<file path="config.mk">
export PLATFORM = sky130hd
export DESIGN_NAME = opsw_regs
export DESIGN_NICKNAME = d
export VERILOG_FILES = /design/src/opsw_pkg.sv /design/src/opsw_ref_dec.sv /design/src/opsw_gain_dec.sv /design/src/opsw_regs.sv
export SDC_FILE = /design/constraint.sdc
export NUM_CORES = 1
export LEC_CHECK = 0
export ABC_CLOCK_PERIOD_IN_PS = 1200
export BUFFER_PORTS_ARGS = -buffer_cell sky130_fd_sc_hd__buf_4
export CAP_MARGIN = 40
export CELL_PAD_IN_SITES_DETAIL_PLACEMENT = 2
export CELL_PAD_IN_SITES_GLOBAL_PLACEMENT = 2
export CORE_MARGIN = 2
export CORE_UTILIZATION = 34
export CTS_BUF_LIST = sky130_fd_sc_hd__clkbuf_4 sky130_fd_sc_hd__clkbuf_8
export DETAILED_ROUTE_END_ITERATION = 6
export PLACE_DENSITY_LB_ADDON = 0.15
export SYNTH_ARGS = -nofsm -noshare
export SYNTH_HDL_FRONTEND = slang
export SYNTH_SLANG_ARGS = --single-unit
</file>
<file path="constraint.sdc">
create_clock -name i_core_clk -period 1.2 [get_ports i_core_clk]
set_input_delay 0.06 -clock i_core_clk [delete_from_list [all_inputs] [get_ports i_core_clk]]
set_output_delay 0.06 -clock i_core_clk [all_outputs]
set_load 0.05 [all_outputs]
</file>
<file path="src/opsw_pkg.sv">
package opsw_pkg;

  localparam int unsigned OPSW_ADDR_W = 8;
  localparam int unsigned OPSW_DATA_W = 8;

  // Register offsets
  localparam logic [7:0] OPSW_OFS_AMP1_STATUS  = 8'h00;
  localparam logic [7:0] OPSW_OFS_AMP1_CONTROL = 8'h01;
  localparam logic [7:0] OPSW_OFS_AMP2_STATUS  = 8'h02;
  localparam logic [7:0] OPSW_OFS_AMP2_CONTROL = 8'h03;
  localparam logic [7:0] OPSW_OFS_AMP2_PATH    = 8'h04;

  // Reset values
  localparam logic [7:0] OPSW_RST_STATUS  = 8'h00;
  localparam logic [7:0] OPSW_RST_CONTROL = 8'h0C;
  localparam logic [7:0] OPSW_RST_PATH    = 8'h00;
  localparam logic [7:0] OPSW_RST_RDATA   = 8'h00;

  // Status field
  localparam int unsigned OPSW_ST_OUT = 7;

  // Control fields, same layout for both amplifiers
  localparam int unsigned OPSW_CT_CMP   = 7;
  localparam int unsigned OPSW_CT_FB    = 6;
  localparam int unsigned OPSW_CT_REF_H = 5;
  localparam int unsigned OPSW_CT_REF_L = 4;
  localparam int unsigned OPSW_CT_POS   = 3;
  localparam int unsigned OPSW_CT_NEG   = 2;
  localparam int unsigned OPSW_CT_DRV   = 1;
  localparam int unsigned OPSW_CT_EN    = 0;

  // Path and gain fields
  localparam int unsigned OPSW_PG_CINV  = 7;
  localparam int unsigned OPSW_PG_CNINV = 6;
  localparam int unsigned OPSW_PG_RSV_H = 5;
  localparam int unsigned OPSW_PG_RSV_L = 4;
  localparam int unsigned OPSW_PG_GEN   = 3;
  localparam int unsigned OPSW_PG_GS_H  = 2;
  localparam int unsigned OPSW_PG_GS_L  = 0;

  // Reference select codes
  localparam logic [1:0] OPSW_REF_NONE = 2'h0;
  localparam logic [1:0] OPSW_REF_HIGH = 2'h1;
  localparam logic [1:0] OPSW_REF_MID  = 2'h2;
  localparam logic [1:0] OPSW_REF_LOW  = 2'h3;

  // Gain figures
  localparam logic [5:0] OPSW_GAIN_UNITY = 6'h01;
  localparam logic [2:0] OPSW_GAIN_STEP0 = 3'h0;

  typedef struct packed {
    logic       cmp_route;
    logic       pos_pin;
    logic       neg_pin;
    logic       feedback;
    logic [2:0] ref_sw;
    logic       power;
    logic       drive;
  } opsw_amp1_sw_s;

  typedef struct packed {
    logic       cmp_route;
    logic       pos_pin;
    logic       neg_pin;
    logic       buffer;
    logic       gain_a;
    logic       gain_b;
    logic       casc_inv;
    logic       casc_ninv;
    logic [2:0] ref_sw;
    logic       power;
    logic       drive;
  } opsw_amp2_sw_s;

  typedef struct packed {
    logic pos_in;
    logic neg_in;
    logic out;
  } opsw_pins_s;

  // Hardware clears on a control byte
  function automatic logic [7:0] opsw_fix_ctrl(input logic [7:0] c);
    logic [7:0] r;
    r = c;
    if (!c[OPSW_CT_EN]) begin
      r[OPSW_CT_FB] = 1'b0;
    end
    if (c[OPSW_CT_POS]) begin
      r[OPSW_CT_REF_H:OPSW_CT_REF_L] = OPSW_REF_NONE;
    end
    return r;
  endfunction

  // Hardware clears on the path and gain byte
  function automatic logic [7:0] opsw_fix_path(input logic [7:0] p, input logic [7:0] c2);
    logic [7:0] r;
    r = p;
    r[OPSW_PG_RSV_H:OPSW_PG_RSV_L] = 2'h0;
    if (!c2[OPSW_CT_EN]) begin
      r[OPSW_PG_GEN] = 1'b0;
    end
    if (c2[OPSW_CT_POS]) begin
      r[OPSW_PG_CNINV] = 1'b0;
    end
    if (c2[OPSW_CT_NEG]) begin
      r[OPSW_PG_CINV] = 1'b0;
    end
    return r;
  endfunction

endpackage

</file>
<file path="src/opsw_ref_dec.sv">
`timescale 1ns/1ns
module opsw_ref_dec
  import opsw_pkg::*;
(
  input  wire logic [1:0] i_sel,
  output logic      [2:0] o_ref_sw
);

  // One switch per nonzero code, bit 0 high, bit 1 mid, bit 2 low
  always_comb begin
    o_ref_sw = 3'h0;
    case (i_sel)
      OPSW_REF_HIGH: o_ref_sw = 3'h1;
      OPSW_REF_MID:  o_ref_sw = 3'h2;
      OPSW_REF_LOW:  o_ref_sw = 3'h4;
      default:       o_ref_sw = 3'h0;
    endcase
  end

endmodule // opsw_ref_dec

</file>
<file path="src/opsw_gain_dec.sv">
`timescale 1ns/1ns
module opsw_gain_dec
  import opsw_pkg::*;
(
  input  wire logic [2:0] i_gain_select,
  output logic      [5:0] o_gain
);

  // Code 0 is unity, every other code is eight per step
  always_comb begin
    if (i_gain_select == OPSW_GAIN_STEP0) begin
      o_gain = OPSW_GAIN_UNITY;
    end else begin
      o_gain = {i_gain_select, 3'h0};
    end
  end

endmodule // opsw_gain_dec

</file>
<file path="src/opsw_regs.sv">
// Design decisions made here: the address map and the plain strobed port.
`timescale 1ns/1ns
module opsw_regs
  import opsw_pkg::*;
(
  input  wire logic                   i_core_clk,
  input  wire logic                   i_reset_n,
  input  wire logic [OPSW_ADDR_W-1:0] i_addr,
  input  wire logic [OPSW_DATA_W-1:0] i_wdata,
  input  wire logic                   i_wr,
  input  wire logic                   i_rd,
  input  wire logic                   i_amp1_out_level,
  input  wire logic                   i_amp2_out_level,
  output logic      [OPSW_DATA_W-1:0] o_rdata,
  output opsw_amp1_sw_s               o_amp1_sw,
  output opsw_amp2_sw_s               o_amp2_sw,
  output opsw_pins_s                  o_amp1_pins,
  output opsw_pins_s                  o_amp2_pins,
  output logic      [5:0]             o_amp2_gain
);

  logic [7:0] amp1_stat_ff;
  logic [7:0] amp2_stat_ff;
  logic [7:0] amp1_ctrl_ff;
  logic [7:0] amp2_ctrl_ff;
  logic [7:0] path_ff;
  logic [7:0] nxt_amp1_ctrl;
  logic [7:0] nxt_amp2_ctrl;
  logic [7:0] nxt_path;
  logic [7:0] rdata_ff;
  logic [2:0] ref1_sw;
  logic [2:0] ref2_sw;
  logic [5:0] gain_val;
  logic       wr_amp1;
  logic       wr_amp2;
  logic       wr_path;
  opsw_amp1_sw_s amp1_sw_ff;
  opsw_amp2_sw_s amp2_sw_ff;
  opsw_pins_s    amp1_pins_ff;
  opsw_pins_s    amp2_pins_ff;
  logic [5:0]    gain_ff;

  assign wr_amp1 = i_wr && (i_addr == OPSW_OFS_AMP1_CONTROL);
  assign wr_amp2 = i_wr && (i_addr == OPSW_OFS_AMP2_CONTROL);
  assign wr_path = i_wr && (i_addr == OPSW_OFS_AMP2_PATH);

  // Next register values with the hardware clears applied
  always_comb begin
    nxt_amp1_ctrl = opsw_fix_ctrl(wr_amp1 ? i_wdata : amp1_ctrl_ff);
    nxt_amp2_ctrl = opsw_fix_ctrl(wr_amp2 ? i_wdata : amp2_ctrl_ff);
    nxt_path      = opsw_fix_path(wr_path ? i_wdata : path_ff, nxt_amp2_ctrl);
  end

  // Control registers
  always_ff @(posedge i_core_clk or negedge i_reset_n) begin
    if (!i_reset_n) begin
      amp1_ctrl_ff <= OPSW_RST_CONTROL;
      amp2_ctrl_ff <= OPSW_RST_CONTROL;
      path_ff      <= OPSW_RST_PATH;
    end else begin
      amp1_ctrl_ff <= nxt_amp1_ctrl;
      amp2_ctrl_ff <= nxt_amp2_ctrl;
      path_ff      <= nxt_path;
    end
  end

  // Output level mirrors, writes have no effect
  always_ff @(posedge i_core_clk or negedge i_reset_n) begin
    if (!i_reset_n) begin
      amp1_stat_ff <= OPSW_RST_STATUS;
      amp2_stat_ff <= OPSW_RST_STATUS;
    end else begin
      amp1_stat_ff <= {i_amp1_out_level, 7'h00};
      amp2_stat_ff <= {i_amp2_out_level, 7'h00};
    end
  end

  // Read data, one cycle after the strobe, zero elsewhere
  always_ff @(posedge i_core_clk or negedge i_reset_n) begin
    if (!i_reset_n) begin
      rdata_ff <= OPSW_RST_RDATA;
    end else if (i_rd) begin
      case (i_addr)
        OPSW_OFS_AMP1_STATUS:  rdata_ff <= amp1_stat_ff;
        OPSW_OFS_AMP1_CONTROL: rdata_ff <= amp1_ctrl_ff;
        OPSW_OFS_AMP2_STATUS:  rdata_ff <= amp2_stat_ff;
        OPSW_OFS_AMP2_CONTROL: rdata_ff <= amp2_ctrl_ff;
        OPSW_OFS_AMP2_PATH:    rdata_ff <= path_ff;
        default:               rdata_ff <= OPSW_RST_RDATA;
      endcase
    end else begin
      rdata_ff <= OPSW_RST_RDATA;
    end
  end

  opsw_ref_dec u_ref1 (
    .i_sel    (nxt_amp1_ctrl[OPSW_CT_REF_H:OPSW_CT_REF_L]),
    .o_ref_sw (ref1_sw)
  );

  opsw_ref_dec u_ref2 (
    .i_sel    (nxt_amp2_ctrl[OPSW_CT_REF_H:OPSW_CT_REF_L]),
    .o_ref_sw (ref2_sw)
  );

  opsw_gain_dec u_gain (
    .i_gain_select (nxt_path[OPSW_PG_GS_H:OPSW_PG_GS_L]),
    .o_gain        (gain_val)
  );

  // Amplifier 1 switches and pins
  always_ff @(posedge i_core_clk or negedge i_reset_n) begin
    if (!i_reset_n) begin
      amp1_sw_ff   <= '0;
      amp1_pins_ff <= '0;
    end else begin
      amp1_sw_ff.cmp_route <= nxt_amp1_ctrl[OPSW_CT_CMP];
      amp1_sw_ff.pos_pin   <= nxt_amp1_ctrl[OPSW_CT_POS];
      amp1_sw_ff.neg_pin   <= nxt_amp1_ctrl[OPSW_CT_NEG];
      amp1_sw_ff.feedback  <= nxt_amp1_ctrl[OPSW_CT_FB];
      amp1_sw_ff.ref_sw    <= ref1_sw;
      amp1_sw_ff.power     <= nxt_amp1_ctrl[OPSW_CT_EN];
      amp1_sw_ff.drive     <= nxt_amp1_ctrl[OPSW_CT_DRV] && nxt_amp1_ctrl[OPSW_CT_EN];
      amp1_pins_ff.out     <= nxt_amp1_ctrl[OPSW_CT_EN];
      amp1_pins_ff.pos_in  <= nxt_amp1_ctrl[OPSW_CT_EN] && nxt_amp1_ctrl[OPSW_CT_POS];
      amp1_pins_ff.neg_in  <= nxt_amp1_ctrl[OPSW_CT_EN] && nxt_amp1_ctrl[OPSW_CT_NEG];
    end
  end

  // Amplifier 2 switches and pins
  always_ff @(posedge i_core_clk or negedge i_reset_n) begin
    if (!i_reset_n) begin
      amp2_sw_ff   <= '0;
      amp2_pins_ff <= '0;
    end else begin
      amp2_sw_ff.cmp_route <= nxt_amp2_ctrl[OPSW_CT_CMP];
      amp2_sw_ff.pos_pin   <= nxt_amp2_ctrl[OPSW_CT_POS];
      amp2_sw_ff.neg_pin   <= nxt_amp2_ctrl[OPSW_CT_NEG];
      amp2_sw_ff.buffer    <= nxt_amp2_ctrl[OPSW_CT_FB];
      amp2_sw_ff.gain_a    <= nxt_path[OPSW_PG_GEN];
      amp2_sw_ff.gain_b    <= nxt_path[OPSW_PG_GEN];
      amp2_sw_ff.casc_inv  <= nxt_path[OPSW_PG_CINV];
      amp2_sw_ff.casc_ninv <= nxt_path[OPSW_PG_CNINV];
      amp2_sw_ff.ref_sw    <= ref2_sw;
      amp2_sw_ff.power     <= nxt_amp2_ctrl[OPSW_CT_EN];
      amp2_sw_ff.drive     <= nxt_amp2_ctrl[OPSW_CT_DRV] && nxt_amp2_ctrl[OPSW_CT_EN];
      amp2_pins_ff.out     <= nxt_amp2_ctrl[OPSW_CT_EN];
      amp2_pins_ff.pos_in  <= nxt_amp2_ctrl[OPSW_CT_EN] && nxt_amp2_ctrl[OPSW_CT_POS];
      amp2_pins_ff.neg_in  <= nxt_amp2_ctrl[OPSW_CT_EN]
                              && (nxt_amp2_ctrl[OPSW_CT_NEG] || nxt_path[OPSW_PG_GEN]);
    end
  end

  // Gain figure
  always_ff @(posedge i_core_clk or negedge i_reset_n) begin
    if (!i_reset_n) begin
      gain_ff <= OPSW_GAIN_UNITY;
    end else begin
      gain_ff <= gain_val;
    end
  end

  assign o_rdata     = rdata_ff;
  assign o_amp1_sw   = amp1_sw_ff;
  assign o_amp2_sw   = amp2_sw_ff;
  assign o_amp1_pins = amp1_pins_ff;
  assign o_amp2_pins = amp2_pins_ff;
  assign o_amp2_gain = gain_ff;
endmodule // opsw_regs

</file>
==> impl_metrics.tcl <==
set metrics [dict create \
    wl_per_cell_um 21.0 \
    pre_cts_ws_ns -0.561 \
    yosys-top-cells-area "dfrtp_1 50%, buf_4 6.0%, mux2_2 6.0%" \
    slowest_stage "or4_4" \
    grt_pass1_vias 1962 \
    fin_crit_ns 1.37 \
    intPower_mw 2.51 \
    rsz0062_at_grt "true" \
    synth_edf_count 0 \
    hold_path_class "in2reg" \
    num_vias 1791 \
    synth.most_common_cell "dfrtp_1" \
    setup_tns_ns -3.76 \
    diodes 0 \
    p_sw_share_pct 31.1 \
    grt_usage_pct 20.4 \
    slew_viol_final 0 \
    slew_headroom_pct 56.7 \
    synth_top_family_by_area "simple AND/OR/NAND/NOR gates" \
    critPathMaxStageDelay_ns 0.57 \
    dieArea_mm2 0.00731 \
    fillers 630 \
    crit_required_ns 1.39 \
    peakVddDrop_uv 810 \
    grt_pass1_wl_um 11300 \
    area_delta_synth_final_pct 46.6 \
    p_leak_nw 1.54 \
    dr.pass1.iters 4 \
    cts-root-buf "clkbuf_8" \
    synthAdderAreaFrac_pct 0 \
    yosysWarnings 0 \
    cts_tree "built" \
    cp_max_fo 8 \
    clk_latency_ns 0.30 \
    switchingPower_mw 1.13 \
    synth-compound-area-share_pct 9.58 \
    cpLargestDelayFamily "simple AND/OR/NAND/NOR gates" \
    core_mm2 0.00639 \
    gp_congestion 0.746 \
    final_layout_size_suffix_gt1_share_pct 58.1 \
    die_height_um 85.5 \
    hold_viol_final 0 \
    grt_start_max_net_pins 51 \
    pwr-share-clk_pct 28.3 \
    clock.fmax_mhz 731 \
    start_kind "input pin" \
    die_x_um 85.5 \
    clk_pin_slew_ns 0.09 \
    drc 0 \
    gr-total-overflow 0 \
    synth_area_mm2 0.00226 \
    ys_ff_latch 50 \
    antenna_found_initial 0 \
    status "finished, violations left" \
    dp.final_hpwl_um 4630 \
    yosys.area_share.simple_pct 17.7 \
    synthCells 197 \
    final-setup-viol-count 40 \
    path_buf_inv 2 \
    drtIter0Drc 53 \
    synthArstFlopShare_pct 100 \
    htree_levels 2 \
    synth.area.mux_share_pct 8.64 \
    setup_slack_ns -0.167 \
    tightest_slew_ns 0.649 \
    synth.avg_cell_area_um2 11.5 \
    final_nets 291 \
    synth_xor_area_share_pct 0 \
    ys_types 35 \
    finalCritPeriodShare_pct 114 \
    top_level_ports 64 \
    cts.sinks 50 \
    arrival_ns 1.56 \
    skew_ns 0.0117 \
    critical_path_class "in2reg" \
    wirelength_um 7290 \
    top_layer "met4" \
    wl_met2_um 3870 \
    wl_met3_um 200 \
    pwr-share-seq_pct 51.7 \
    cts_made_buffers 5 \
    synth_commonest_cells "45 x dfrtp_1, 30 x nand2_1, 18 x buf_4, 12 x mux2_2, 9 x nor2_1" \
    num_rows 29 \
    ant_nets 0 \
    post-synth-top-area-cell "dfrtp_1" \
    p_per_area_mw_per_mm2 1100 \
    start_util_pct 35.4 \
    port_buffers 61 \
    yosys_most_used_dff "dfrtp_1" \
    violations "setup timing" \
    endpoint_kind "register" \
    clockBufferDepth 2 \
    cap_violations 0 \
    pwr-share-comb_pct 20.0 \
    path_cells "buf_6, or4_4, and4bb_2, buf_8, mux2_4" \
    synth-seq-area-share_pct 55.6 \
    vias_per_cell 5.16 \
    m1WireLength_um 3140 \
    netlist.area_leader.share_pct 49.8 \
]
## worst paths after layout
check / startpoint / to / slack (ns) / cells past startpoint
worst min-delay path: i_rd / o_rdata[4]$_DFF_PN0_ / 0.02 / 3
worst max-delay path: i_addr[6] / path_ff[2]$_DFF_PN0_ / -0.17 / 5
worst max register to register: path_ff[7]$_DFFE_PN0P_ / o_rdata[7]$_DFF_PN0_ / -0.01 / 3
worst min register to register: path_ff[2]$_DFF_PN0_ / o_amp2_gain[0]$_DFF_PN1_ / 0.53 / 1
min in group asynchronous: i_reset_n / o_rdata[6]$_DFF_PN0_ / 0.32 / 2
max in group asynchronous: i_reset_n / amp1_ctrl_ff[5]$_DFF_PN0_ / 0.43 / 2
## flip-flops by register name, indices dropped and copies added (netlist names), 6 cells and up
register      count
path_ff           6
o_amp2_sw         6
o_rdata           8
amp2_ctrl_ff      8
amp1_ctrl_ff      8
o_amp1_sw         6
## routing by layer
layer  global-route usage [%]  up-vias
li1                         -      812
met1                     27.5      929
met2                     34.9       42
met3                     2.89        8
met4                     5.34        0
met5                        0        -
## cells by family after synthesis
| kind of cell | after synthesis |
|---|---|
| AOI/OAI and AO/OA | 33 |
| buffers and inverters | 27 |
| DFF | 50 |
| muxes | 18 |
| other | 1 |
| and+or+nand+nor | 68 |
## power groups by stage
stage	Clock, mW	Sequential [mW]	Combinational (mW)
global route	1.14	1.89	0.774
floorplan	0	2.05	0.241
finish	1.03	1.88	0.729
CTS	1.06	1.87	0.707
global placement	0	1.90	0.658
detailed placement	0	1.90	0.671
## per-stage QoR
step                      std cells  power [mW]  hold slack [ns]  util, %  cell area (um2)
after floorplan                 198        2.29           -0.236        -             2310
after global placement          328        2.56            0.121     44.1             2810
after detailed placement        328        2.57            0.133     44.1             2810
after CTS                       347        3.64           0.0168     49.8             3180
after global routing            347        3.81           0.0206     51.9             3310
final                           347        3.64           0.0180     51.9             3310
## cell type report
| class | instances | area [um2] | area share (%) |
|---|---|---|---|
| Clock buffer | 6 | 82.6 | 2.49 |
| Clock inverter | 2 | 12.5 | 0.378 |
| Inverter | 2 | 7.51 | 0.227 |
| Multi-Input combinational cell | 121 | 1080 | 32.6 |
| Sequential cell | 50 | 1260 | 38.0 |
| Tap cell | 77 | 96.3 | 2.91 |
| Timing Repair Buffer | 89 | 776 | 23.4 |
## repair_timing
item / in CTS / in global routing
buffers inserted: 6 / 1
endpoints found under the setup margin: 42 / 45
hold endpoints to repair: 48 / 0
pin swaps: 16 / 14
hold buffers: 4 / 0
gates cloned: 1 / 0
gates resized for setup: 41 / 32
## tightest hold or removal path, stage by stage
cell and delay, ns:
buf_4 0.12, nand3_2 0.07, nor2_2 0.04
## placed cells by master, fill, tap and decap left out, types with 2 or more instances in the layout
cell           Yosys  layout
nor2_2             0       2
nand2_4            0       5
nand3_2            0       2
nand2_2            0       6
dlygate4sd3_1      0       4
conb_1             1       2
inv_1              2       2
buf_4             18      71
a21oi_2            0       8
nor3b_1            2       2
a32oi_2            0       2
nand3_1            7       4
nand2_1           30      19
mux2i_4            0       3
buf_12             0       2
mux2_4             0       9
o31ai_1            3       3
o21ai_2            0       2
clkbuf_8           0       6
nand2b_1           4       4
buf_8              0       3
a211oi_2           0       5
a22oi_1            5       5
o21ai_1            0       3
mux2_2            12       3
dfrtp_1           45      44
nand3b_1           5       5
mux2i_1            6       3
dfstp_2            5       5
nor2_1             9       6
and4bb_2           1       2
buf_6              2       8
(Power assumes the default switching activity.)
